## src/hw/thermo_pkg.sv

```systemverilog
// Package: constants, carriers and states of the thermometer function layer
package thermo_pkg;
  // Clock and time base
  localparam int CLK_HZ = 25_000_000; // System clock, 40 ns period
  localparam int US_PER_S = 1_000_000; // Microseconds per second
  localparam int CYC_PER_US = CLK_HZ / US_PER_S; // Cycles per microsecond tick
  localparam int SAMPLE_US = 30; // Write sample point, inside the 15..60 us window
  localparam int RESET_US = 480; // Low time that counts as a bus reset

  // Command bytes
  localparam logic [7:0] CMD_SEARCH = 8'hF0; // Normal identifier search
  localparam logic [7:0] CMD_ALARM_SEARCH = 8'hEC; // Search limited to alarmed parts
  localparam logic [7:0] CMD_CONVERT = 8'h44; // Start one conversion
  localparam logic [7:0] CMD_WRITE_MEM = 8'h4E; // Write three working bytes
  localparam logic [7:0] CMD_READ_MEM = 8'hBE; // Read the working memory
  localparam logic [7:0] CMD_COPY = 8'h48; // Working bytes to nonvolatile store
  localparam logic [7:0] RELOAD_NONVOLATILE_CMD = 8'hB8; // Nonvolatile store to working bytes
  localparam logic [7:0] CMD_SUPPLY_QUERY = 8'hB4; // Report supply mode

  // Working memory byte indexes
  localparam logic [3:0] IDX_TEMP_LO = 4'h0; // Temperature result, low byte
  localparam logic [3:0] IDX_TEMP_HI = 4'h1; // Temperature result, high byte
  localparam logic [3:0] IDX_HIGH_ALARM = 4'h2; // High alarm threshold
  localparam logic [3:0] IDX_LOW_ALARM = 4'h3; // Low alarm threshold
  localparam logic [3:0] IDX_CONFIG = 4'h4; // Configuration byte
  localparam logic [3:0] IDX_CHECK = 4'h8; // Memory check byte
  localparam logic [3:0] MEM_BYTES = 4'h9; // Bytes in one full read
  localparam logic [1:0] WR_LAST = 2'h2; // Index of last written data byte

  // Reset and fill values
  localparam logic [7:0] RSV_BYTE = 8'hFF; // Bytes 5..7 read as this
  localparam logic [15:0] TEMP_RST = 16'h0000; // Temperature before first conversion
  localparam logic [23:0] NV_RST = 24'h000000; // Working bytes before power-up reload

  // Thresholds and configuration, as stored and as held
  typedef struct packed {
    logic [7:0] cfg;
    logic [7:0] tl;
    logic [7:0] th;
  } nv_data_t;

  // Line events from the slot timer: one-cycle pulses plus the line level
  typedef struct packed {
    logic start; // Falling edge opened a slot
    logic smp; // Sample point reached
    logic lvl; // Filtered line level
    logic rst; // Line held low for a reset
  } slot_ev_t;

  // Function layer states
  typedef enum logic [7:0] {
    S_IDLE = 8'b0000_0001,
    S_CMD = 8'b0000_0010,
    S_WRITE = 8'b0000_0100,
    S_READ = 8'b0000_1000,
    S_STATUS = 8'b0001_0000,
    S_POWER = 8'b0010_0000,
    S_COPY = 8'b0100_0000,
    S_DEAD = 8'b1000_0000
  } state_t;
endpackage

```

## src/hw/line_slot_timer.sv

```systemverilog
// Module: line filter, microsecond tick, slot and reset timing
`timescale 1ns/1ps
module line_slot_timer
  import thermo_pkg::*;
#(
  parameter int DIV = CYC_PER_US
) (
  input wire logic clk,
  input wire logic rstn,
  input wire logic dq_in,
  output slot_ev_t ev
);
  localparam int DW = $clog2(DIV);
  localparam logic [DW-1:0] DIV_LAST = DW'(DIV - 1); // Last divider count
  localparam logic [9:0] RST_CNT = 10'(RESET_US); // Reset low time in ticks
  localparam logic [5:0] SMP_CNT = 6'(SAMPLE_US); // Sample point in ticks

  logic s1_reg, s2_reg, s3_reg; // Three-stage line synchroniser
  logic lvl_reg; // Accepted line level
  logic [DW-1:0] div_reg; // Microsecond divider
  logic us_tick; // One-cycle microsecond enable
  logic [9:0] low_us_reg; // Time the line has been low
  logic [5:0] slot_us_reg; // Time since slot opened
  logic armed_reg; // Slot open, sample pending
  logic fall, line_rst, smp;
  slot_ev_t ev_reg;

  // Stage one feeds only stage two
  always_ff @(posedge clk) begin
    if (!rstn) begin
      s1_reg <= 1'b1;
      s2_reg <= 1'b1;
      s3_reg <= 1'b1;
    end else begin
      s1_reg <= dq_in;
      s2_reg <= s1_reg;
      s3_reg <= s2_reg;
    end
  end

  // A change counts once stages two and three agree
  assign fall = (s2_reg == s3_reg) && !s3_reg && lvl_reg;
  always_ff @(posedge clk) begin
    if (!rstn) begin
      lvl_reg <= 1'b1;
    end else if (s2_reg == s3_reg) begin
      lvl_reg <= s3_reg;
    end
  end

  // Free-running microsecond enable
  assign us_tick = (div_reg == DIV_LAST);
  always_ff @(posedge clk) begin
    if (!rstn || us_tick) begin
      div_reg <= '0;
    end else begin
      div_reg <= div_reg + 1'b1;
    end
  end

  // Long low time detection, fires once per low period
  assign line_rst = us_tick && !lvl_reg && (low_us_reg == RST_CNT - 10'h001); // RULE21
  always_ff @(posedge clk) begin
    if (!rstn || lvl_reg) begin
      low_us_reg <= '0;
    end else if (us_tick && low_us_reg != RST_CNT) begin
      low_us_reg <= low_us_reg + 10'h001;
    end
  end

  // Slot timer; tick phase gives up to 1 us of jitter, well inside the window
  assign smp = armed_reg && us_tick && (slot_us_reg == SMP_CNT - 6'h01); // RULE19
  always_ff @(posedge clk) begin
    if (!rstn) begin
      slot_us_reg <= '0;
      armed_reg <= 1'b0;
    end else if (fall) begin
      slot_us_reg <= '0;
      armed_reg <= 1'b1;
    end else if (smp) begin
      armed_reg <= 1'b0;
    end else if (armed_reg && us_tick) begin
      slot_us_reg <= slot_us_reg + 6'h01;
    end
  end

  // Registered events
  always_ff @(posedge clk) begin
    if (!rstn) begin
      ev_reg <= '{start: 1'b0, smp: 1'b0, lvl: 1'b1, rst: 1'b0};
    end else begin
      ev_reg <= '{start: fall, smp: smp, lvl: lvl_reg, rst: line_rst};
    end
  end
  assign ev = ev_reg;
endmodule // line_slot_timer

```

## src/hw/thermometer_function_commands.sv

```systemverilog
// Module: function command layer of the single-wire thermometer
//
// Overview of operation
// RULE1: Alarm search joins only with alarm flag
// RULE2: Master resets after each alarm search cycle
// RULE3: Function commands accepted only when addressed
// RULE4: Convert command starts conversion, stores result
// RULE5: Parasite master applies strong pullup within 10us
// RULE6: External supply: read slots report conversion busy
// RULE7: Write command fills bytes 2,3,4 in order
// RULE8: Master sends all three bytes before reset
// RULE9: Read command sends bytes 0..8, LSB first
// RULE10: Reset aborts a read at any point
// RULE11: Copy stores bytes 2..4, bus stays quiet
// RULE12: Parasite copy needs pullup at least 10ms
// RULE13: Reload command restores bytes 2,3,4
// RULE14: Read slots report reload busy as 0
// RULE15: Reload runs automatically after power-up
// RULE16: Supply query: parasite drives low, else high
// RULE17: No bus activity during strong pullup
// RULE18: All bytes travel least significant bit first
// RULE19: Write slot sampled between 15 and 60us
// RULE20: Read zero pulls low, released before slot end
// RULE21: Low over 480us abandons command as reset
// RULE22: Unknown command ignored, silent until reset
`timescale 1ns/1ps
module thermometer_function_commands
  import thermo_pkg::*;
(
  input wire logic clk,
  input wire logic rstn,
  input wire logic dq_in,
  output logic dq_out,
  output logic dq_oe_n,
  input wire logic addressed,
  input wire logic rom_cmd_stb,
  input wire logic [7:0] rom_cmd,
  input wire logic alarm_flag,
  input wire logic line_powered,
  input wire logic conv_done,
  input wire logic [15:0] conv_temp,
  input wire logic nv_rd_done,
  input wire nv_data_t nv_rdata,
  input wire logic [7:0] check_byte,
  output logic bus_reset,
  output logic search_part,
  output logic conv_start,
  output logic nv_wr_stb,
  output nv_data_t nv_wdata,
  output logic nv_rd_req,
  output nv_data_t wm_out
);
  slot_ev_t ev; // Line events
  state_t state_reg, state_next; // Command state
  logic [2:0] bit_cnt_reg; // Received bits in byte
  logic [7:0] shift_reg; // Receive shifter
  logic [1:0] byte_cnt_reg; // Written data bytes
  logic rx_done; // Byte complete this cycle
  logic [7:0] rx_byte; // Byte completed this cycle
  logic cmd_hit; // Command byte complete
  nv_data_t wm_reg; // Working thresholds and configuration
  logic [15:0] temp_reg; // Temperature result
  logic conv_busy_reg, recall_busy_reg, status_conv_reg, powerup_reg;
  logic [7:0] fifo_mem [2]; // Two-entry read buffer
  logic wr_ptr_reg, rd_ptr_reg;
  logic [1:0] fifo_cnt_reg;
  logic push, pop;
  logic [3:0] rd_idx_reg; // Next memory byte to fetch
  logic [7:0] fetch_byte;
  logic [7:0] tx_reg; // Transmit shifter
  logic [3:0] tx_left_reg; // Bits left in transmit shifter
  logic drive_reg; // Pulling the line low
  logic busy_bit; // Status answer for this slot

  line_slot_timer u_slot (
    .clk(clk),
    .rstn(rstn),
    .dq_in(dq_in),
    .ev(ev)
  );

  // Byte assembly, least significant bit arrives first
  assign rx_done = ev.smp && (bit_cnt_reg == 3'h7) && (state_reg == S_CMD || state_reg == S_WRITE);
  assign rx_byte = {ev.lvl, shift_reg[7:1]}; // RULE18
  assign cmd_hit = rx_done && (state_reg == S_CMD);
  always_ff @(posedge clk) begin
    if (!rstn || ev.rst || state_reg == S_IDLE) begin
      bit_cnt_reg <= '0;
      shift_reg <= '0;
      byte_cnt_reg <= '0;
    end else if (ev.smp && (state_reg == S_CMD || state_reg == S_WRITE)) begin
      shift_reg <= rx_byte; // RULE19
      bit_cnt_reg <= bit_cnt_reg + 3'h1;
      if (rx_done && state_reg == S_WRITE) begin
        byte_cnt_reg <= byte_cnt_reg + 2'h1;
      end
    end
  end

  // Next state
  always_comb begin
    state_next = state_reg;
    case (state_reg)
      S_IDLE: begin
        if (addressed) begin
          state_next = S_CMD; // RULE3
        end
      end
      S_CMD: begin
        if (rx_done) begin
          case (rx_byte)
            CMD_CONVERT: state_next = S_STATUS;
            CMD_WRITE_MEM: state_next = S_WRITE;
            CMD_READ_MEM: state_next = S_READ;
            CMD_COPY: state_next = S_COPY;
            RELOAD_NONVOLATILE_CMD: state_next = S_STATUS;
            CMD_SUPPLY_QUERY: state_next = S_POWER;
            default: state_next = S_DEAD; // RULE22
          endcase
        end
      end
      S_WRITE: begin
        if (rx_done && byte_cnt_reg == WR_LAST) begin
          state_next = S_DEAD;
        end
      end
      S_POWER: begin
        // Leave at the sample point, so the answer's low drive is not cut short
        if (ev.smp) begin
          state_next = S_DEAD; // RULE16
        end
      end
      S_COPY: state_next = S_DEAD; // RULE11
      S_READ, S_STATUS, S_DEAD: state_next = state_reg;
      default: state_next = S_IDLE;
    endcase
  end

  // State register; a bus reset wins over everything
  always_ff @(posedge clk) begin
    if (!rstn || ev.rst) begin
      state_reg <= S_IDLE; // RULE21 RULE10
    end else begin
      state_reg <= state_next;
    end
  end

  // Working bytes: reload data beats a write in the same cycle
  always_ff @(posedge clk) begin
    if (!rstn) begin
      wm_reg <= NV_RST;
      temp_reg <= TEMP_RST;
    end else begin
      if (conv_done) begin
        temp_reg <= conv_temp; // RULE4
      end
      if (nv_rd_done) begin
        wm_reg <= nv_rdata; // RULE13 RULE15
      end else if (rx_done && state_reg == S_WRITE) begin
        case (byte_cnt_reg)
          2'h0: wm_reg.th <= rx_byte; // RULE7
          2'h1: wm_reg.tl <= rx_byte;
          default: wm_reg.cfg <= rx_byte;
        endcase
      end
    end
  end

  // Conversion and nonvolatile requests; new requests win over completion
  always_ff @(posedge clk) begin
    if (!rstn) begin
      conv_start <= 1'b0;
      conv_busy_reg <= 1'b0;
      nv_rd_req <= 1'b0;
      recall_busy_reg <= 1'b0;
      powerup_reg <= 1'b1;
      nv_wr_stb <= 1'b0;
      nv_wdata <= NV_RST;
      status_conv_reg <= 1'b0;
    end else begin
      conv_start <= cmd_hit && rx_byte == CMD_CONVERT; // RULE4
      if (cmd_hit && rx_byte == CMD_CONVERT) begin
        conv_busy_reg <= 1'b1;
        status_conv_reg <= 1'b1;
      end else if (conv_done) begin
        conv_busy_reg <= 1'b0;
      end
      nv_rd_req <= (cmd_hit && rx_byte == RELOAD_NONVOLATILE_CMD) || powerup_reg; // RULE13 RULE15
      powerup_reg <= 1'b0;
      if ((cmd_hit && rx_byte == RELOAD_NONVOLATILE_CMD) || powerup_reg) begin
        recall_busy_reg <= 1'b1;
        if (cmd_hit) begin
          status_conv_reg <= 1'b0;
        end
      end else if (nv_rd_done) begin
        recall_busy_reg <= 1'b0;
      end
      nv_wr_stb <= (state_reg == S_COPY); // RULE11
      if (state_reg == S_COPY) begin
        nv_wdata <= wm_reg;
      end
    end
  end

  // Memory byte fetch for the read stream
  always_comb begin
    case (rd_idx_reg)
      IDX_TEMP_LO: fetch_byte = temp_reg[7:0];
      IDX_TEMP_HI: fetch_byte = temp_reg[15:8];
      IDX_HIGH_ALARM: fetch_byte = wm_reg.th;
      IDX_LOW_ALARM: fetch_byte = wm_reg.tl;
      IDX_CONFIG: fetch_byte = wm_reg.cfg;
      IDX_CHECK: fetch_byte = check_byte;
      default: fetch_byte = RSV_BYTE;
    endcase
  end

  // Two-entry buffer; a full buffer stalls the fetch side
  assign push = (state_reg == S_READ) && (fifo_cnt_reg != 2'h2) && (rd_idx_reg < MEM_BYTES); // RULE9
  assign pop = (state_reg == S_READ) && (tx_left_reg == 4'h0) && (fifo_cnt_reg != 2'h0);
  always_ff @(posedge clk) begin
    if (!rstn || ev.rst || state_reg != S_READ) begin
      rd_idx_reg <= '0;
      wr_ptr_reg <= 1'b0;
      rd_ptr_reg <= 1'b0;
      fifo_cnt_reg <= '0;
    end else begin
      if (push) begin
        fifo_mem[wr_ptr_reg] <= fetch_byte;
        wr_ptr_reg <= ~wr_ptr_reg;
        rd_idx_reg <= rd_idx_reg + 4'h1;
      end
      if (pop) begin
        rd_ptr_reg <= ~rd_ptr_reg;
      end
      fifo_cnt_reg <= fifo_cnt_reg + {1'b0, push} - {1'b0, pop};
    end
  end

  // Status answer: parasite conversion cannot be reported
  assign busy_bit = status_conv_reg ? (conv_busy_reg && !line_powered) : recall_busy_reg; // RULE6 RULE14

  // Transmit shifter and line drive; hold low only to the sample point
  always_ff @(posedge clk) begin
    if (!rstn || ev.rst || state_reg == S_IDLE) begin
      drive_reg <= 1'b0; // RULE10
      tx_reg <= '0;
      tx_left_reg <= '0;
    end else if (ev.smp) begin
      drive_reg <= 1'b0; // RULE20
    end else if (ev.start) begin
      case (state_reg)
        S_READ: begin
          if (tx_left_reg != 4'h0) begin
            drive_reg <= !tx_reg[0]; // RULE18 RULE20
            tx_reg <= {1'b1, tx_reg[7:1]};
            tx_left_reg <= tx_left_reg - 4'h1;
          end
        end
        S_STATUS: drive_reg <= busy_bit; // RULE6 RULE14
        S_POWER: drive_reg <= line_powered; // RULE16
        default: drive_reg <= 1'b0; // RULE22
      endcase
    end else if (pop) begin
      tx_reg <= fifo_mem[rd_ptr_reg];
      tx_left_reg <= 4'h8;
    end
  end

  // Search participation for the identifier layer
  always_ff @(posedge clk) begin
    if (!rstn || ev.rst) begin
      search_part <= 1'b0;
    end else if (rom_cmd_stb) begin
      search_part <= (rom_cmd == CMD_SEARCH) || (rom_cmd == CMD_ALARM_SEARCH && alarm_flag); // RULE1
    end
  end

  // Registered pin and status outputs
  always_ff @(posedge clk) begin
    if (!rstn) begin
      dq_out <= 1'b0;
      dq_oe_n <= 1'b1;
      bus_reset <= 1'b0;
      wm_out <= NV_RST;
    end else begin
      dq_out <= 1'b0;
      dq_oe_n <= !drive_reg;
      bus_reset <= ev.rst;
      wm_out <= wm_reg;
    end
  end
endmodule // thermometer_function_commands

```

## config.mk

```make
export PLATFORM = sky130hd
export DESIGN_NAME = thermometer_function_commands
export DESIGN_NICKNAME = d
export VERILOG_FILES = /design/src/hw/thermo_pkg.sv /design/src/hw/line_slot_timer.sv /design/src/hw/thermometer_function_commands.sv
export SDC_FILE = /design/constraint.sdc
export NUM_CORES = 1
export LEC_CHECK = 0
export BUFFER_PORTS_ARGS = -buffer_cell sky130_fd_sc_hd__clkbuf_2
export CORE_MARGIN = 2
export CORE_UTILIZATION = 50
export DETAILED_ROUTE_END_ITERATION = 7
export PLACE_DENSITY_LB_ADDON = 0.15
export SLEW_MARGIN = 20
export SYNTH_ARGS = -nofsm -noshare
export SYNTH_HDL_FRONTEND = slang
export SYNTH_HIERARCHICAL = 1
export SYNTH_SLANG_ARGS = --single-unit
```

## constraint.sdc

```tcl
create_clock -name clk -period 2.8 [get_ports clk]
set_input_delay 0.42 -clock clk [delete_from_list [all_inputs] [get_ports clk]]
set_output_delay 0.42 -clock clk [all_outputs]
set_load 0.01 [all_outputs]
```

==> flow_metrics.tcl <==
set metrics [dict create \
    syn_nets 943 \
    rsz0062_at_grt "false" \
    finalSetupViolCount 0 \
    syn-cell-area_um2 7941 \
    drv_cap 0 \
    pwr-share-seq_pct 50.3 \
    nNetsFinal 1049 \
    p_comb_share_pct 8.6 \
    worstHoldPathType "in2reg" \
    clkSinkCount 186 \
    gr-usage-met1_pct 32.24 \
    tightest_slew_ns 0.7009 \
    cts_buffers 17 \
    grt_antenna_before_repair 0 \
    grtUsageMet2_pct 34.99 \
    fmax_ghz 0.4383 \
    required_ns 3.08 \
    hold_start "dq_in" \
    rrSetupSlack_ns 0.52 \
    start_util_pct 50.54 \
    crit_path_top_delay_cell "nor3_4" \
    run_status "finished clean" \
    utilization_pct 59.28 \
    pwr-share-clk_pct 41.1 \
    power_switching_mw 1.430 \
    grt.met3_usage_pct 5.453 \
    cts_hold_buf 0 \
    period_share_pct 81.49 \
    syn_avg_cell_area_um2 9.256 \
    rr_endpoint "wm_reg[15]" \
    synthTopCellsByCount "dfxtp_1 (170), nand2_1 (100), a21oi_1 (87)" \
    drv_slew 0 \
    yosysSeqAreaShare_pct 48.90 \
    post_cts_buffers 0 \
    synth_ff_type "dfxtp_1" \
    post-route-min-period_ns 2.282 \
    crit_path_max_incr_delay_ns 0.56 \
    dr.pass1.iters 5 \
    viasPerCell 5.379 \
    clock_skew_ns 0.01169 \
    gp_congestion 0.8425 \
    yosysWarnings 6 \
    yosys-top-cells-area "dfxtp_1 (43%), mux2i_1 (7.7%), edfxtp_1 (6.1%), a21oi_1 (5.5%), nand2_1 (4.7%)" \
    drive_above_1_share_pct 19.14 \
    ir_worst_vdd_mv 0.4579 \
    sw_frac_of_total_pct 25.36 \
    whs_endpoint "u_slot/s1_reg" \
    max-clock-path-buffers 2 \
    path_max_fanout 8 \
    cts_resized 0 \
    top_usage_layer "met2" \
    worstSkewPairLatency_ns 0.43 \
    endpoint_kind "flop" \
    io_pins 120 \
    remaining_drc_errors 0 \
    ys_types 64 \
    syn2layout_area_growth_pct 17.30 \
    die_height_um 130.0 \
    grt-ovfl-total 0 \
    setup_slack_ns 0.5183 \
    r2r_cells 6 \
    p_total_mw 5.638 \
    powerDensity_nw_per_um2 605.2 \
    crit_family "simple AND/OR/NAND/NOR gates" \
    start_kind "flop" \
    totalWireLength_um 18950 \
    root_buffer "clkbuf_16" \
    n_antenna_cell 0 \
    synth-edff-count 16 \
    async_reset_ff_share_pct 0 \
    grt_util_all_layers_pct 22.85 \
    die_w_um 130.0 \
    worstPathCellList "nor4_4, buf_4, nand4b_4, nor3_4, mux2i_1, a21oi_1" \
    hold_depth 2 \
    rows 46 \
    synth_top_cell_area_share_pct 42.85 \
    cp.arrival_ns 2.56 \
    htreeDepth 4 \
    synth-seq-cells 186 \
    hold_viol_final 0 \
    worstReg2RegStart "state_reg[4]" \
    post_drt_wl_per_cell_um 15.88 \
    dieArea_um2 16910 \
    post-place-ws_ns 0.5129 \
    vias 6417 \
    synth_area_leader_cell "dfxtp_1" \
    cts_tree "built" \
    drt_iter0_drc 447 \
    grt_pass1_wl_um 29870 \
    clk_pin_slew_ns 0.07 \
    synthCells 858 \
    path_buf_inv 1 \
    dp_hpwl_um 13490 \
    portBuffers 118 \
    ant_nets 0 \
    relSlewSlack_pct 53.22 \
    grt_max_degree 50 \
    grt_pass1_vias 5791 \
    p_leak_nw 3.592 \
    power.internal_mw 4.208 \
    setup_tns_ns 0 \
    critPathKind "reg2reg" \
    yosysMostFrequentCell "dfxtp_1" \
    core_um2 15710 \
]
==> layout by cell type, fill, tap and decap left out, types with 3 or more instances in the layout <==
cell type	instances
and4b_1	8
o21ai_0	43
nand2b_1	7
xnor2_1	15
nor2b_1	5
nand4b_1	8
a22oi_1	15
nand2_1	100
nor3b_1	3
nor2_1	76
ha_1	20
clkbuf_2	118
xor2_1	6
or4b_2	4
a31oi_1	9
nor3_1	9
nor4_1	7
clkbuf_16	17
o211ai_1	10
edfxtp_1	16
buf_4	22
a21oi_1	87
clkinv_4	3
inv_1	25
mux2i_1	61
and2_1	28
nand3_1	17
dfxtp_1	170
and3_1	9
inv_6	3
nand4_1	6
or3_1	3
==> power groups by stage <==
stage / clock [mW] / sequential (mW) / combinational (mW)
after global placement: 0 / 2.89 / 0.477
final: 2.32 / 2.84 / 0.483
after detailed placement: 0 / 2.90 / 0.480
after global routing: 2.47 / 2.85 / 0.534
after floorplan: 0 / 2.88 / 0.301
after CTS: 2.38 / 2.83 / 0.482
==> cells by family after synthesis <==
kind of cell | count (synthesis) | synth area share, %
compound gates | 187 | 13.85
xor+xnor | 21 | 2.316
fa+ha+maj | 20 | 3.151
buf+inv | 78 | 3.970
flops | 186 | 48.90
mux | 61 | 7.689
other cells | 1 | 0.04722
simple gates | 304 | 20.07
==> layout make-up <==
cell class                      instances  area [um^2]
Fill cell                            1428         6397
Clock inverter                         14        140.1
Sequential cell                       186         3884
Clock buffer                           18        429.2
Timing Repair Buffer                  140        755.7
Tap cell                              216        270.3
Inverter                               25        93.84
Multi-Input combinational cell        594         3742
==> layer usage <==
metal | vias up | routed length, um
met1 | 3051 | 9160
li1 | 3218 | -
met4 | 0 | 246
met2 | 129 | 8618
met5 | - | 0
met3 | 19 | 923
==> through the flow <==
step / cells / hold slack (ns) / cell area (um^2)
after global placement: 1161 / 0.3913 / 8746
after floorplan: 858 / 0.3577 / 7941
after CTS: 1193 / 0.1513 / 9315
after detailed placement: 1161 / 0.3916 / 8746
after global routing: 1193 / 0.1766 / 9315
final: 1193 / 0.1683 / 9315
==> worst reg2reg max path: cells and delay by family, from the launching register on <==
family	cells	cell delay (ns)
AO/OA/AOI/OAI	1	0.08
buffers and inverters	1	0.20
flip-flops	1	0.37
multiplexers	1	0.26
AND/OR/NAND/NOR	3	1.22
==> worst max-delay path by stage <==
stage                      start         endpoint  slack (ns)  depth (start not counted)
floorplan           state_reg[4]   fifo_mem[0][0]        0.37                          5
global placement    state_reg[4]  fifo_cnt_reg[1]        0.57                          9
detailed placement  state_reg[4]       wm_reg[15]        0.51                          6
CTS                 state_reg[4]       wm_reg[15]        0.51                          6
global route        state_reg[4]  fifo_cnt_reg[1]        0.38                          9
finish              state_reg[4]       wm_reg[15]        0.52                          6
Power figures use the tool's default switching activity.
